<file path="src/design/rxes_pkg.sv">
/*
  package for the receive elastic store: register indices, field positions,
  reset values and buffer geometry.
  assumes an apb slave with 32-bit data; printed offsets are word indices.
*/
// Summary of operation
// - slave and multiplexed modes pass receive bytes through a two-frame elastic buffer
// - write pointer advances on line side, read pointer on system receive clock
// - read frame alignment follows the system receive frame pulse
// - fast line data within two bytes of read pointer drops a frame
// - drop slip happens at frame boundary and sets slip direction to one
// - slow line data within two bytes of read pointer repeats the frame
// - repeat slip happens at next frame boundary and clears slip direction
// - each slip sets the event flag; interrupt low while flag and enable set
// - out of sync with trunk fill enabled, buffered output bytes become the trunk pattern; bypassed bytes pass unchanged
// - master mode bypasses the buffer unless payload loopback is active
package rxes_pkg;
  // ---------------------------------------------------------------
  // register indices (byte address is four times the index)
  // ---------------------------------------------------------------
  localparam logic [11:0] RXES_IDX_CFG   = 12'h07c;
  localparam logic [11:0] RXES_IDX_FLAGS = 12'h07d;
  localparam logic [11:0] RXES_IDX_TRUNK = 12'h07e;
  // ---------------------------------------------------------------
  // field positions of the configuration and flags registers, trunk pattern reset value
  // ---------------------------------------------------------------
  localparam int RXES_CFG_SLIP_DIR_BIT  = 0;
  localparam int RXES_CFG_SLIP_IE_BIT   = 1;
  localparam int RXES_CFG_TRUNK_EN_BIT  = 2;
  localparam int RXES_FLG_SLIP_BIT  = 0;
  localparam logic [7:0] RXES_TRUNK_RST = 8'hff;
  // ---------------------------------------------------------------
  // buffer geometry
  // ---------------------------------------------------------------
  localparam int RXES_FRAME_BYTES = 32;
  localparam int RXES_GUARD_BYTES = 2;
endpackage

</file>
<file path="src/design/rxes_store.sv">
/*
  receive elastic store with apb register file and slip interrupt.
  assumes line clock, system clock and frame pulse arrive asynchronously and
  are sampled by i_core_clk; line bytes are valid at each line byte strobe.
*/
// The APB interface to the registers was decided locally.
`timescale 1ns/1ps
module rxes_store #(
  parameter int FRAME_BYTES = rxes_pkg::RXES_FRAME_BYTES
) (
  // clock and reset
  input  wire logic        i_core_clk,
  input  wire logic        i_rstn,
  // apb slave
  input  wire logic        i_psel,
  input  wire logic        i_penable,
  input  wire logic        i_pwrite,
  input  wire logic [13:0] i_paddr,
  input  wire logic [31:0] i_pwdata,
  output logic      [31:0] o_prdata,
  output logic             o_pready,
  output logic             o_pslverr,
  // line side
  input  wire logic        i_line_clock,
  input  wire logic        i_line_byte_strobe,
  input  wire logic [7:0]  i_line_data,
  input  wire logic        i_line_frame_start,
  input  wire logic        i_in_sync,
  // system side
  input  wire logic        i_rx_system_clock,
  input  wire logic        i_rx_system_frame_pulse,
  // mode
  input  wire logic        i_clock_master_mode,
  input  wire logic        i_payload_loopback,
  // outputs
  output logic      [7:0]  o_rx_data,
  output logic             o_rx_data_valid,
  output logic             o_int_n
);
  localparam int DEPTH = 2 * FRAME_BYTES;
  localparam int AW    = $clog2(DEPTH);

  typedef struct packed {
    logic [2:0]    lclk_sy;
    logic [2:0]    sclk_sy;
    logic [1:0]    fp_sy;
    logic          fp_last;
    logic [AW-1:0] wr_ptr;
    logic [AW-1:0] rd_ptr;
    logic          slip_pending;
    logic          pend_dir;
    logic          slip_dir;
    logic          slip_flag;
    logic          slip_ie;
    logic          trk_en;
    logic [7:0]    trk_pat;
    logic [7:0]    data;
    logic          valid;
  } rxes_state_type;

  rxes_state_type st_r;
  rxes_state_type st_nxt;
  logic [7:0] mem_r [DEPTH];

  // distance from read to write pointer modulo the buffer
  function automatic logic [AW-1:0] rxes_dist(input logic [AW-1:0] a, input logic [AW-1:0] b);
    rxes_dist = a - b;
  endfunction

  // first slot of the frame half that holds the pointer
  function automatic logic [AW-1:0] rxes_frame_base(input logic [AW-1:0] p);
    rxes_frame_base = (p < AW'(FRAME_BYTES)) ? '0 : AW'(FRAME_BYTES);
  endfunction

  // nearest frame start at or after the pointer; a pointer already on a start stays,
  // so a frame pulse that agrees with the read side costs nothing
  function automatic logic [AW-1:0] rxes_align(input logic [AW-1:0] p);
    if (p == '0 || p == AW'(FRAME_BYTES))
      rxes_align = p;
    else
      rxes_align = (p < AW'(FRAME_BYTES)) ? AW'(FRAME_BYTES) : '0;
  endfunction

  logic [AW-1:0] fill;
  logic          line_edge;
  logic          sys_edge;
  logic          fp_rise;
  logic          use_buf;
  logic [11:0]   widx;
  logic          wr_acc;
  logic          rd_acc;
  logic          hit_flags;
  logic          at_boundary;
  logic [AW-1:0] rd_base;
  logic          slip_go;

  assign widx      = i_paddr[13:2];
  assign wr_acc    = i_psel & i_penable & i_pwrite;
  assign rd_acc    = i_psel & ~i_pwrite;
  assign hit_flags = widx == rxes_pkg::RXES_IDX_FLAGS;
  assign fill      = rxes_dist(st_r.wr_ptr, st_r.rd_ptr);
  // synchronised edges; first sync stage feeds only the second
  assign line_edge = st_r.lclk_sy[1] & ~st_r.lclk_sy[2];
  assign sys_edge  = st_r.sclk_sy[1] & ~st_r.sclk_sy[2];
  assign fp_rise   = st_r.fp_sy[1] & ~st_r.fp_last;
  assign use_buf   = ~i_clock_master_mode | i_payload_loopback;
  // the pulse edge still reads a byte, from the aligned frame start
  assign rd_base     = (fp_rise && use_buf) ? rxes_align(st_r.rd_ptr) : st_r.rd_ptr;
  assign at_boundary = (rd_base == AW'(FRAME_BYTES - 1)) || (rd_base == AW'(DEPTH - 1));
  assign slip_go     = sys_edge && use_buf && st_r.slip_pending && at_boundary;

  // ---------------------------------------------------------------
  // apb read data; zero-wait slave, unmapped reads zero, no error
  // ---------------------------------------------------------------
  assign o_pready  = 1'b1;
  assign o_pslverr = 1'b0;
  always_comb begin
    o_prdata = 32'h0000_0000;
    if (rd_acc) begin
      unique case (widx)
        rxes_pkg::RXES_IDX_CFG: begin
          o_prdata[rxes_pkg::RXES_CFG_SLIP_DIR_BIT] = st_r.slip_dir;
          o_prdata[rxes_pkg::RXES_CFG_SLIP_IE_BIT]  = st_r.slip_ie;
          o_prdata[rxes_pkg::RXES_CFG_TRUNK_EN_BIT] = st_r.trk_en;
        end
        rxes_pkg::RXES_IDX_FLAGS: o_prdata[rxes_pkg::RXES_FLG_SLIP_BIT] = st_r.slip_flag;
        rxes_pkg::RXES_IDX_TRUNK: o_prdata[7:0] = st_r.trk_pat;
        default: o_prdata = 32'h0000_0000;
      endcase
    end
  end

  // ---------------------------------------------------------------
  // next state
  // ---------------------------------------------------------------
  always_comb begin
    logic slip_now;
    slip_now = 1'b0;
    st_nxt = st_r;
    st_nxt.lclk_sy = {st_r.lclk_sy[1:0], i_line_clock};
    st_nxt.sclk_sy = {st_r.sclk_sy[1:0], i_rx_system_clock};
    st_nxt.fp_sy   = {st_r.fp_sy[0], i_rx_system_frame_pulse};
    st_nxt.fp_last = st_r.fp_sy[1];
    st_nxt.valid   = 1'b0;
    // line side writes; frame start realigns the write pointer to a frame
    if (line_edge && i_line_byte_strobe) begin
      if (i_line_frame_start)
        st_nxt.wr_ptr = rxes_frame_base(st_r.wr_ptr) + AW'(1);
      else
        st_nxt.wr_ptr = (st_r.wr_ptr == AW'(DEPTH - 1)) ? '0 : st_r.wr_ptr + AW'(1);
    end
    // decide slip direction while the pointers are too close
    if (!st_r.slip_pending && use_buf) begin
      if (fill <= AW'(rxes_pkg::RXES_GUARD_BYTES) && fill != '0) begin
        st_nxt.slip_pending = 1'b1;
        st_nxt.pend_dir     = 1'b0;
      end else if (fill >= AW'(DEPTH - rxes_pkg::RXES_GUARD_BYTES)) begin
        st_nxt.slip_pending = 1'b1;
        st_nxt.pend_dir     = 1'b1;
      end
    end
    // read side: frame pulse realigns, each system clock edge reads a byte;
    // a pulse that skipped the read would starve the last slot and no slip could fire
    if (fp_rise && use_buf)
      st_nxt.rd_ptr = rd_base;
    if (sys_edge) begin
      st_nxt.valid = 1'b1;
      if (!use_buf)
        st_nxt.data = i_line_data;
      else begin
        st_nxt.data = mem_r[rd_base];
        if (st_r.slip_pending && at_boundary) begin
          slip_now = 1'b1;
          // drop: skip the next frame; repeat: rewind to this frame
          if (st_r.pend_dir)
            st_nxt.rd_ptr = rd_base + AW'(FRAME_BYTES + 1);
          else
            st_nxt.rd_ptr = rd_base - AW'(FRAME_BYTES - 1);
          st_nxt.slip_dir     = st_r.pend_dir;
          st_nxt.slip_pending = 1'b0;
        end else
          st_nxt.rd_ptr = (rd_base == AW'(DEPTH - 1)) ? '0 : rd_base + AW'(1);
      end
      if (use_buf && !i_in_sync && st_r.trk_en)
        st_nxt.data = st_r.trk_pat;
    end
    // registers; a slip in the clear cycle wins
    if (wr_acc) begin
      unique case (widx)
        rxes_pkg::RXES_IDX_CFG: begin
          st_nxt.slip_ie = i_pwdata[rxes_pkg::RXES_CFG_SLIP_IE_BIT];
          st_nxt.trk_en  = i_pwdata[rxes_pkg::RXES_CFG_TRUNK_EN_BIT];
        end
        rxes_pkg::RXES_IDX_TRUNK: st_nxt.trk_pat = i_pwdata[7:0];
        default: ;
      endcase
    end
    if (wr_acc && hit_flags && i_pwdata[rxes_pkg::RXES_FLG_SLIP_BIT])
      st_nxt.slip_flag = 1'b0;
    if (slip_now)
      st_nxt.slip_flag = 1'b1;
  end

  // ---------------------------------------------------------------
  // state register and buffer memory
  // ---------------------------------------------------------------
  always_ff @(posedge i_core_clk or negedge i_rstn) begin
    if (!i_rstn) begin
      st_r         <= '0;
      st_r.trk_pat <= rxes_pkg::RXES_TRUNK_RST;
      st_r.rd_ptr  <= AW'(FRAME_BYTES);
    end else begin
      st_r <= st_nxt;
    end
  end

  // memory is not reset; it only holds payload
  always_ff @(posedge i_core_clk) begin
    if (line_edge && i_line_byte_strobe) begin
      mem_r[i_line_frame_start ? rxes_frame_base(st_r.wr_ptr) : st_r.wr_ptr] <= i_line_data;
    end
  end

  assign o_rx_data       = st_r.data;
  assign o_rx_data_valid = st_r.valid;
  assign o_int_n         = ~(st_r.slip_flag & st_r.slip_ie);
endmodule

</file>
<file path="config.mk">
export PLATFORM = sky130hd
export DESIGN_NAME = rxes_store
export DESIGN_NICKNAME = d
export VERILOG_FILES = /design/src/design/rxes_pkg.sv /design/src/design/rxes_store.sv
export SDC_FILE = /design/constraint.sdc
export NUM_CORES = 1
export LEC_CHECK = 0
export ABC_AREA = 0
export BUFFER_PORTS_ARGS = -buffer_cell sky130_fd_sc_hd__buf_4
export CORE_MARGIN = 10
export CORE_UTILIZATION = 27
export DETAILED_ROUTE_END_ITERATION = 7
export GPL_TIMING_DRIVEN = 0
export PLACE_DENSITY = 0.41
export REMOVE_ABC_BUFFERS = 1
export SLEW_MARGIN = 0
export SYNTH_ARGS = -nofsm -noshare
export SYNTH_HDL_FRONTEND = slang
export SYNTH_SLANG_ARGS = --single-unit
</file>
<file path="constraint.sdc">
create_clock -name i_core_clk -period 8.19 [get_ports i_core_clk]
set_clock_uncertainty 0.05 [all_clocks]
set_input_delay 0 -clock i_core_clk [delete_from_list [all_inputs] [get_ports i_core_clk]]
set_output_delay 0 -clock i_core_clk [all_outputs]
set_load 0.01 [all_outputs]
</file>
==> results of run 1 <==
[report_power, final]
| part | leakage, nW | switching [mW] | total, mW | internal (mW) |
|---|---|---|---|---|
| clock network | 0.952 | 1.12 | 2.69 | 1.57 |
| logic | 2.66 | 0.548 | 0.869 | 0.320 |
| registers | 5.12 | 0.0854 | 3.22 | 3.14 |
| total | 8.73 | 1.75 | 6.78 | 5.03 |
[tightest hold or removal path: stages]
cell and delay, ps:
buf_4 120, and3_1 180, nor2b_1 150, nand3_1 70, o21ai_0 80, o21ai_0 70
[state kept, by name (all words and copies together), names as in the netlist]
name and flops:
mem_r 512, st_r 29, o_rx_data 8, st_nxt 6, o_rx_data_valid 1
[cell families (layout without fill, tap and decap cells)]
logic type      count (synthesis)  after routing  share of synthesized area [%]
other cells                     2             26                         0.0320
compound gates                392            392                           11.7
fa+ha+maj                       9              9                          0.511
simple gates                  272            272                           5.39
xor+xnor                        8              8                          0.330
flops                         556            556                           70.2
buf+inv                       143            234                           3.58
mux                           171            171                           8.31
[final timing paths]
kind                             from      endpoint  slack (ps)  depth (start not counted)
min in group asynchronous      i_rstn      st_r[28]         550                          3
setup / recovery             st_r[26]  o_rx_data[3]        2140                          7
hold reg to reg            st_nxt[37]    st_nxt[35]         300                          0
setup reg to reg             st_r[26]  o_rx_data[3]        2140                          7
hold / removal                 i_psel      st_r[19]          40                          6
max in group asynchronous      i_rstn      st_r[23]        7260                          4
[per-stage QoR]
step / utilization (%) / area, µm² / setup WS [ps]
2_1_floorplan: - / 22800 / 1060
3_3_place_gp: 28.5 / 24700 / -5130
3_5_place_dp: 28.8 / 25000 / 2220
4_1_cts: 31.6 / 27300 / 2190
5_1_grt: 31.6 / 27300 / 2160
6_report: 31.6 / 27300 / 2140
[layout make-up]
type	instances	share of cell area [%]
Inverter	13	0.179
Tap cell	1155	5.29
Clock buffer	89	6.15
Multi-Input combinational cell	878	23.0
Clock inverter	22	0.943
Sequential cell	556	60.4
Timing Repair Buffer	110	4.08
[layer usage]
layer | global-route usage, % | wire length [µm] | vias up
li1 | - | - | 6225
met1 | 20.0 | 33100 | 7298
met2 | 24.2 | 35800 | 385
met3 | 1.75 | 3550 | 102
met4 | 3.97 | 1700 | 0
met5 | 0 | 0 | -
[synthesized netlist by cell type (all sizes together), types with 9 or more instances]
library cell	n
a211oi	18
mux2	49
nand2	77
inv	12
a31oi	27
clkbuf	32
dfrtp	35
o211ai	15
nor2b	10
o21ai	82
nor2	112
o22a	14
and2	15
edfxtp	512
buf	98
a22oi	9
o221ai	18
a21oi	64
mux2i	108
mux4	14
o22ai	38
a221oi	28
nor3	10
a221o	12
dfstp	9
==> qor.txt, run 1 <==
Final ANT Viol Nets = 0
CTS buffer count = 61
GRT Residual Overflow = 0
Crit share post-route = 73.9%
Via density = 4.96
Initial antenna violation count = 1
Slew at the pin closest to its max-slew limit = 1440 ps
CTS H-tree depth = 2
Die area = 0.0992 mm²
CTS tree = yes
Netlist cell types = 87
Die Span Y = 315 µm
Clk root buf = clkbuf_16
Fill cells = 8496
Routed WL = 74.1 mm
WP buf/inv = 1
Final Critical Period = 6050 ps
Gpl congestion = 0.789
MaxCap Viol Count = 0
Post-synthesis cell area = 0.0235 mm²
Commonest non-fill, non-tap cell in the layout = edfxtp_1
Critical-path top delay cell = dfrtp_1
Detailed Routing Iterations Pass 1 = 5
CTS Sinks = 556
Non-filler instance count after layout = 2823
Main synth FF type = edfxtp_1
Drt drc = 0
Cell count after synthesis = 1553
WP data required = 8650 ps
Cts hold-fix bufs = 41
RSZ-0062 raised after global routing = no
Placed Cells = 2671
Post-synth ARST share = 7.91%
Critical path class = flop to flop
Largest net degree at the start of global routing = 66
Core Footprint = 0.0866 mm²
Clock buffer depth = 3
Post-CTS repair timing setup buffer count = 0
First-pass GRT wire length = 106 mm
Max FO, Critical Path = 21
Yosys top cell area share = 65.4%
Routed vias = 14000
Clk_lat worst skew = 640 ps
Detailed placement HPWL = 46.0 mm
WL per Instance = 26.2 µm
Cell row count = 108
Most frequent cells in the layout = 512 x edfxtp_1, 110 x nor2_1, 108 x mux2i_1
Synth Register Bits = 556
Syn_area_per_cell = 15.1 µm²
Setup-failing EPs final = 0
Chip Width = 315 µm
IO Port Bufs = 58
N_diodes = 0
LEAKAGE = 8.73 nW
YS warnings = 0
Worst vdd ir = 0.000177 V
Slew headroom = 3.82%
Status = finished clean
Worst path cell trace = clkinv_1 -> a21oi_2 -> nand2_1 -> a221o_1 -> o2111ai_1 -> o311ai_0 -> a221oi_1
Register area = 0.0165 mm²
Design Power = 6.78 mW
Clock transition at path regs = 60 ps
Vias in the first global route = 14300
Multi-input combinational cell area = 0.00628 mm²
Post-synth EDFFs = 512
Crit path arrival time = 6520 ps
Fmax = 0.165 GHz
Initial Util = 27.1%
Crit-path leading delay family = compound AO/OA/AOI/OAI gates
HP Class = input pin to flop
Max-slew violations = 0
Largest cells by area after synthesis = edfxtp_1 65%, mux2i_1 4.6%, dfrtp_1 3.7%, mux2_2 2.3%, nor2_1 1.8%
Area Overhead vs Synth = 16.3%
I/O Pins = 111
Detailed Route Iter0 Violations = 1056
Setup TNS = 0 ps
Register area share after synthesis = 70.2%
Layout cells sized above 1 = 15.7%
Hold_ws = 36.8 ps
All-Layer GR Usage = 14.6%
Power density over the cells = 248 mW/mm²
Count of nets after finishing = 1696
CP endpoint kind = flop
Crit start category = flop
Area leader, netlist = edfxtp_1
Post-CTS Resized = 0
Max stage delay on crit path = 1110 ps
Final hold vios = 0
Power figures use the tool's default switching activity.
==> run 2, diff against run 1 <==
--- a/config.mk
+++ b/config.mk
@@ -5,7 +5,7 @@
 export SDC_FILE = /design/constraint.sdc
 export NUM_CORES = 1
 export LEC_CHECK = 0
-export ABC_AREA = 0
+export ABC_AREA = 1
 export BUFFER_PORTS_ARGS = -buffer_cell sky130_fd_sc_hd__buf_4
 export CORE_MARGIN = 10
 export CORE_UTILIZATION = 27
==> constraint.sdc (replaced) <==
create_clock -name i_core_clk -period 5.87 [get_ports i_core_clk]
set_clock_uncertainty 0.05 [all_clocks]
set_input_delay 0 -clock i_core_clk [delete_from_list [all_inputs] [get_ports i_core_clk]]
set_output_delay 0 -clock i_core_clk [all_outputs]
set_load 0.01 [all_outputs]
==> qor.txt, run 2 <==
Status = finished clean
DP Worst Slack = 786 ps
Slew at the pin closest to its max-slew limit = 1250 ps
Clock buffer depth = 3
Most flop-heavy register = mem_r
CTS H-tree depth = 3
Final hold vios = 0
Setup TNS = 0 ps
Comb pwr share = 14.6%
Synth cell count leaders = 555 x nand3_1, 512 x edfxtp_1, 333 x inv_1
Clk root buf = clkbuf_16
R2R depth = 16
Cell count after synthesis = 2358
Die Span Y = 326 µm
Critical path class = flop to flop
Worst reg2reg setup slack = 970 ps
Post-synth EDFFs = 512
Netlist cell types = 39
Hold_ws = 6.49 ps
WL per Instance = 19.9 µm
HP Class = input pin to flop
Initial antenna violation count = 1
CP endpoint kind = flop
Routed vias = 16900
Layout cells sized above 1 = 10.5%
Crit start category = flop
CTS tree = yes
Detailed Routing Iterations Pass 1 = 7
Post-synth ARST share = 7.91%
Die area = 0.107 mm²
CTS Sinks = 556
R2r endpoint = o_rx_data[6]
Yosys top cell area share = 60.7%
Core Footprint = 0.0932 mm²
Final Critical Period = 4900 ps
Synth Register Bits = 556
RSZ-0062 raised after global routing = no
IO Port Bufs = 58
Syn_area_per_cell = 10.7 µm²
Area Overhead vs Synth = 16.4%
Most Crowded Layer GR = met2
Chip Width = 326 µm
Worst setup path start = st_nxt[35]
Main synth FF type = edfxtp_1
Detailed placement HPWL = 41.6 mm
Post-CTS repair timing setup buffer count = 0
I/O Pins = 111
FF-to-FF Start = st_nxt[35]
Drt drc = 0
Register area share after synthesis = 65.1%
Post-synthesis cell area = 0.0253 mm²
Final ANT Viol Nets = 0
Post-route cell area = 0.0295 mm²
Vias in the first global route = 16800
Crit share post-route = 83.5%
WP data required = 6340 ps
Detailed Route Iter0 Violations = 1210
Gpl congestion = 0.770
N_diodes = 0
Met2 Resource Use GR = 22.6%
Crit path setup slack, layout = 970 ps
Hold Crit Depth = 1
GRT Residual Overflow = 0
CTS buffer count = 68
Cell-internal power = 7.23 mW
Max FO, Critical Path = 111
Setup-failing EPs final = 0
Most common cell in the netlist = nand3_1
Max-slew violations = 0
Slew headroom = 15.9%
Crit path arrival time = 5370 ps
Switching Share = 27.1%
Largest net degree at the start of global routing = 112
Area leader, netlist = edfxtp_1
Initial Util = 27.2%
HP Start = i_line_data[2]
Design Power = 9.93 mW
Largest cells by area after synthesis = edfxtp_1 61%, nand3_1 11%, inv_1 4.9%, nand2_1 4.2%, nand3b_1 3.6%
M3 GR Usage = 2.13%
Most frequent cells in the layout = 555 x nand3_1, 512 x edfxtp_1, 333 x inv_1
Via density = 4.58
Cell row count = 112
MaxCap Viol Count = 0
Cell Area, Placed = 0.0270 mm²
Max FFs per register = 512
Flop pwr share = 44.7%
Clock transition at path regs = 60 ps
Clock power frac = 40.7%
Switching power total = 2.70 mW
Commonest non-fill, non-tap cell in the layout = nand3_1
First-pass GRT wire length = 110 mm
Fmax = 0.204 GHz
Worst vdd ir = 0.000211 V
YS warnings = 0
All-Layer GR Usage = 13.4%
Grt met1 use = 17.7%
Clk_lat worst skew = 610 ps
Count of nets after finishing = 2472
LEAKAGE = 11.3 nW
Hold endpoint = mem_r[56][2]
Power density over the cells = 337 mW/mm²
Routed WL = 73.5 mm
[run 2: worst max-delay path by stage]
| stage | end | slack (ps) | cells past startpoint |
|---|---|---|---|
| after global placement | st_r[20] | -17320 | 11 |
| after CTS | o_rx_data[6] | 870 | 16 |
| after floorplan | st_r[20] | -5130 | 11 |
| after global routing | o_rx_data[7] | 630 | 16 |
| after detailed placement | o_rx_data[6] | 790 | 17 |
| final | o_rx_data[6] | 970 | 16 |
[run 2: layout make-up]
class | count | area (µm²)
clock inverters | 29 | 278
well taps | 1254 | 1570
fillers | 9540 | 63700
multi-input cells | 1314 | 6840
repair buffers | 113 | 1200
inverters | 343 | 1290
clock buffers | 85 | 1820
flip-flops and latches | 556 | 16500
[run 2: worst max-delay path, stage by stage, from the launching register on]
cell     delay [ps]
dfrtp_1         370
inv_1            70
nor2_2           60
nand2_8         230
buf_16          420
buf_16          380
nand2_4         510
buf_16          390
inv_4           660
nand3_1         240
nand3_1         180
nand3_1         190
nand3_1         200
nand3_1         220
nand3_1         200
nand2_1          90
a21oi_1         130
[run 2: metrics by stage]
step	util (%)	cells
finish	31.6	3694
global route	31.6	3694
CTS	31.6	3694
detailed placement	29.0	3541
global placement	28.5	3525
floorplan	-	2213
[run 2: timing repair]
action                    CTS  global route
gates resized for setup     0             0
hold buffers               39             0
hold endpoints to repair  119             0
[run 2: power groups by stage]
| stage | clock (mW) | sequential (mW) | combinational, mW |
|---|---|---|---|
| finish | 4.04 | 4.44 | 1.45 |
| global route | 4.31 | 4.44 | 1.60 |
| CTS | 4.14 | 4.44 | 1.47 |
| detailed placement | 0 | 4.52 | 1.45 |
| global placement | 0 | 4.62 | 1.41 |
| floorplan | 0 | 4.55 | 0.814 |
[run 2: routing by layer]
| layer | vias to the layer above | routed length (µm) |
|---|---|---|
| met5 | - | 0 |
| met4 | 0 | 1580 |
| met2 | 371 | 35400 |
| li1 | 8108 | - |
| met1 | 8361 | 33200 |
| met3 | 88 | 3270 |
[run 2: cells by family after synthesis]
| group | after synthesis | synth area share (%) |
|---|---|---|
| compound gates | 85 | 2.20 |
| xor+xnor | 8 | 0.276 |
| buf+inv | 512 | 8.66 |
| fa+ha+maj | 9 | 0.474 |
| flops | 556 | 65.1 |
| other cells | 2 | 0.0296 |
| simple gates | 1181 | 23.0 |
| mux | 5 | 0.296 |
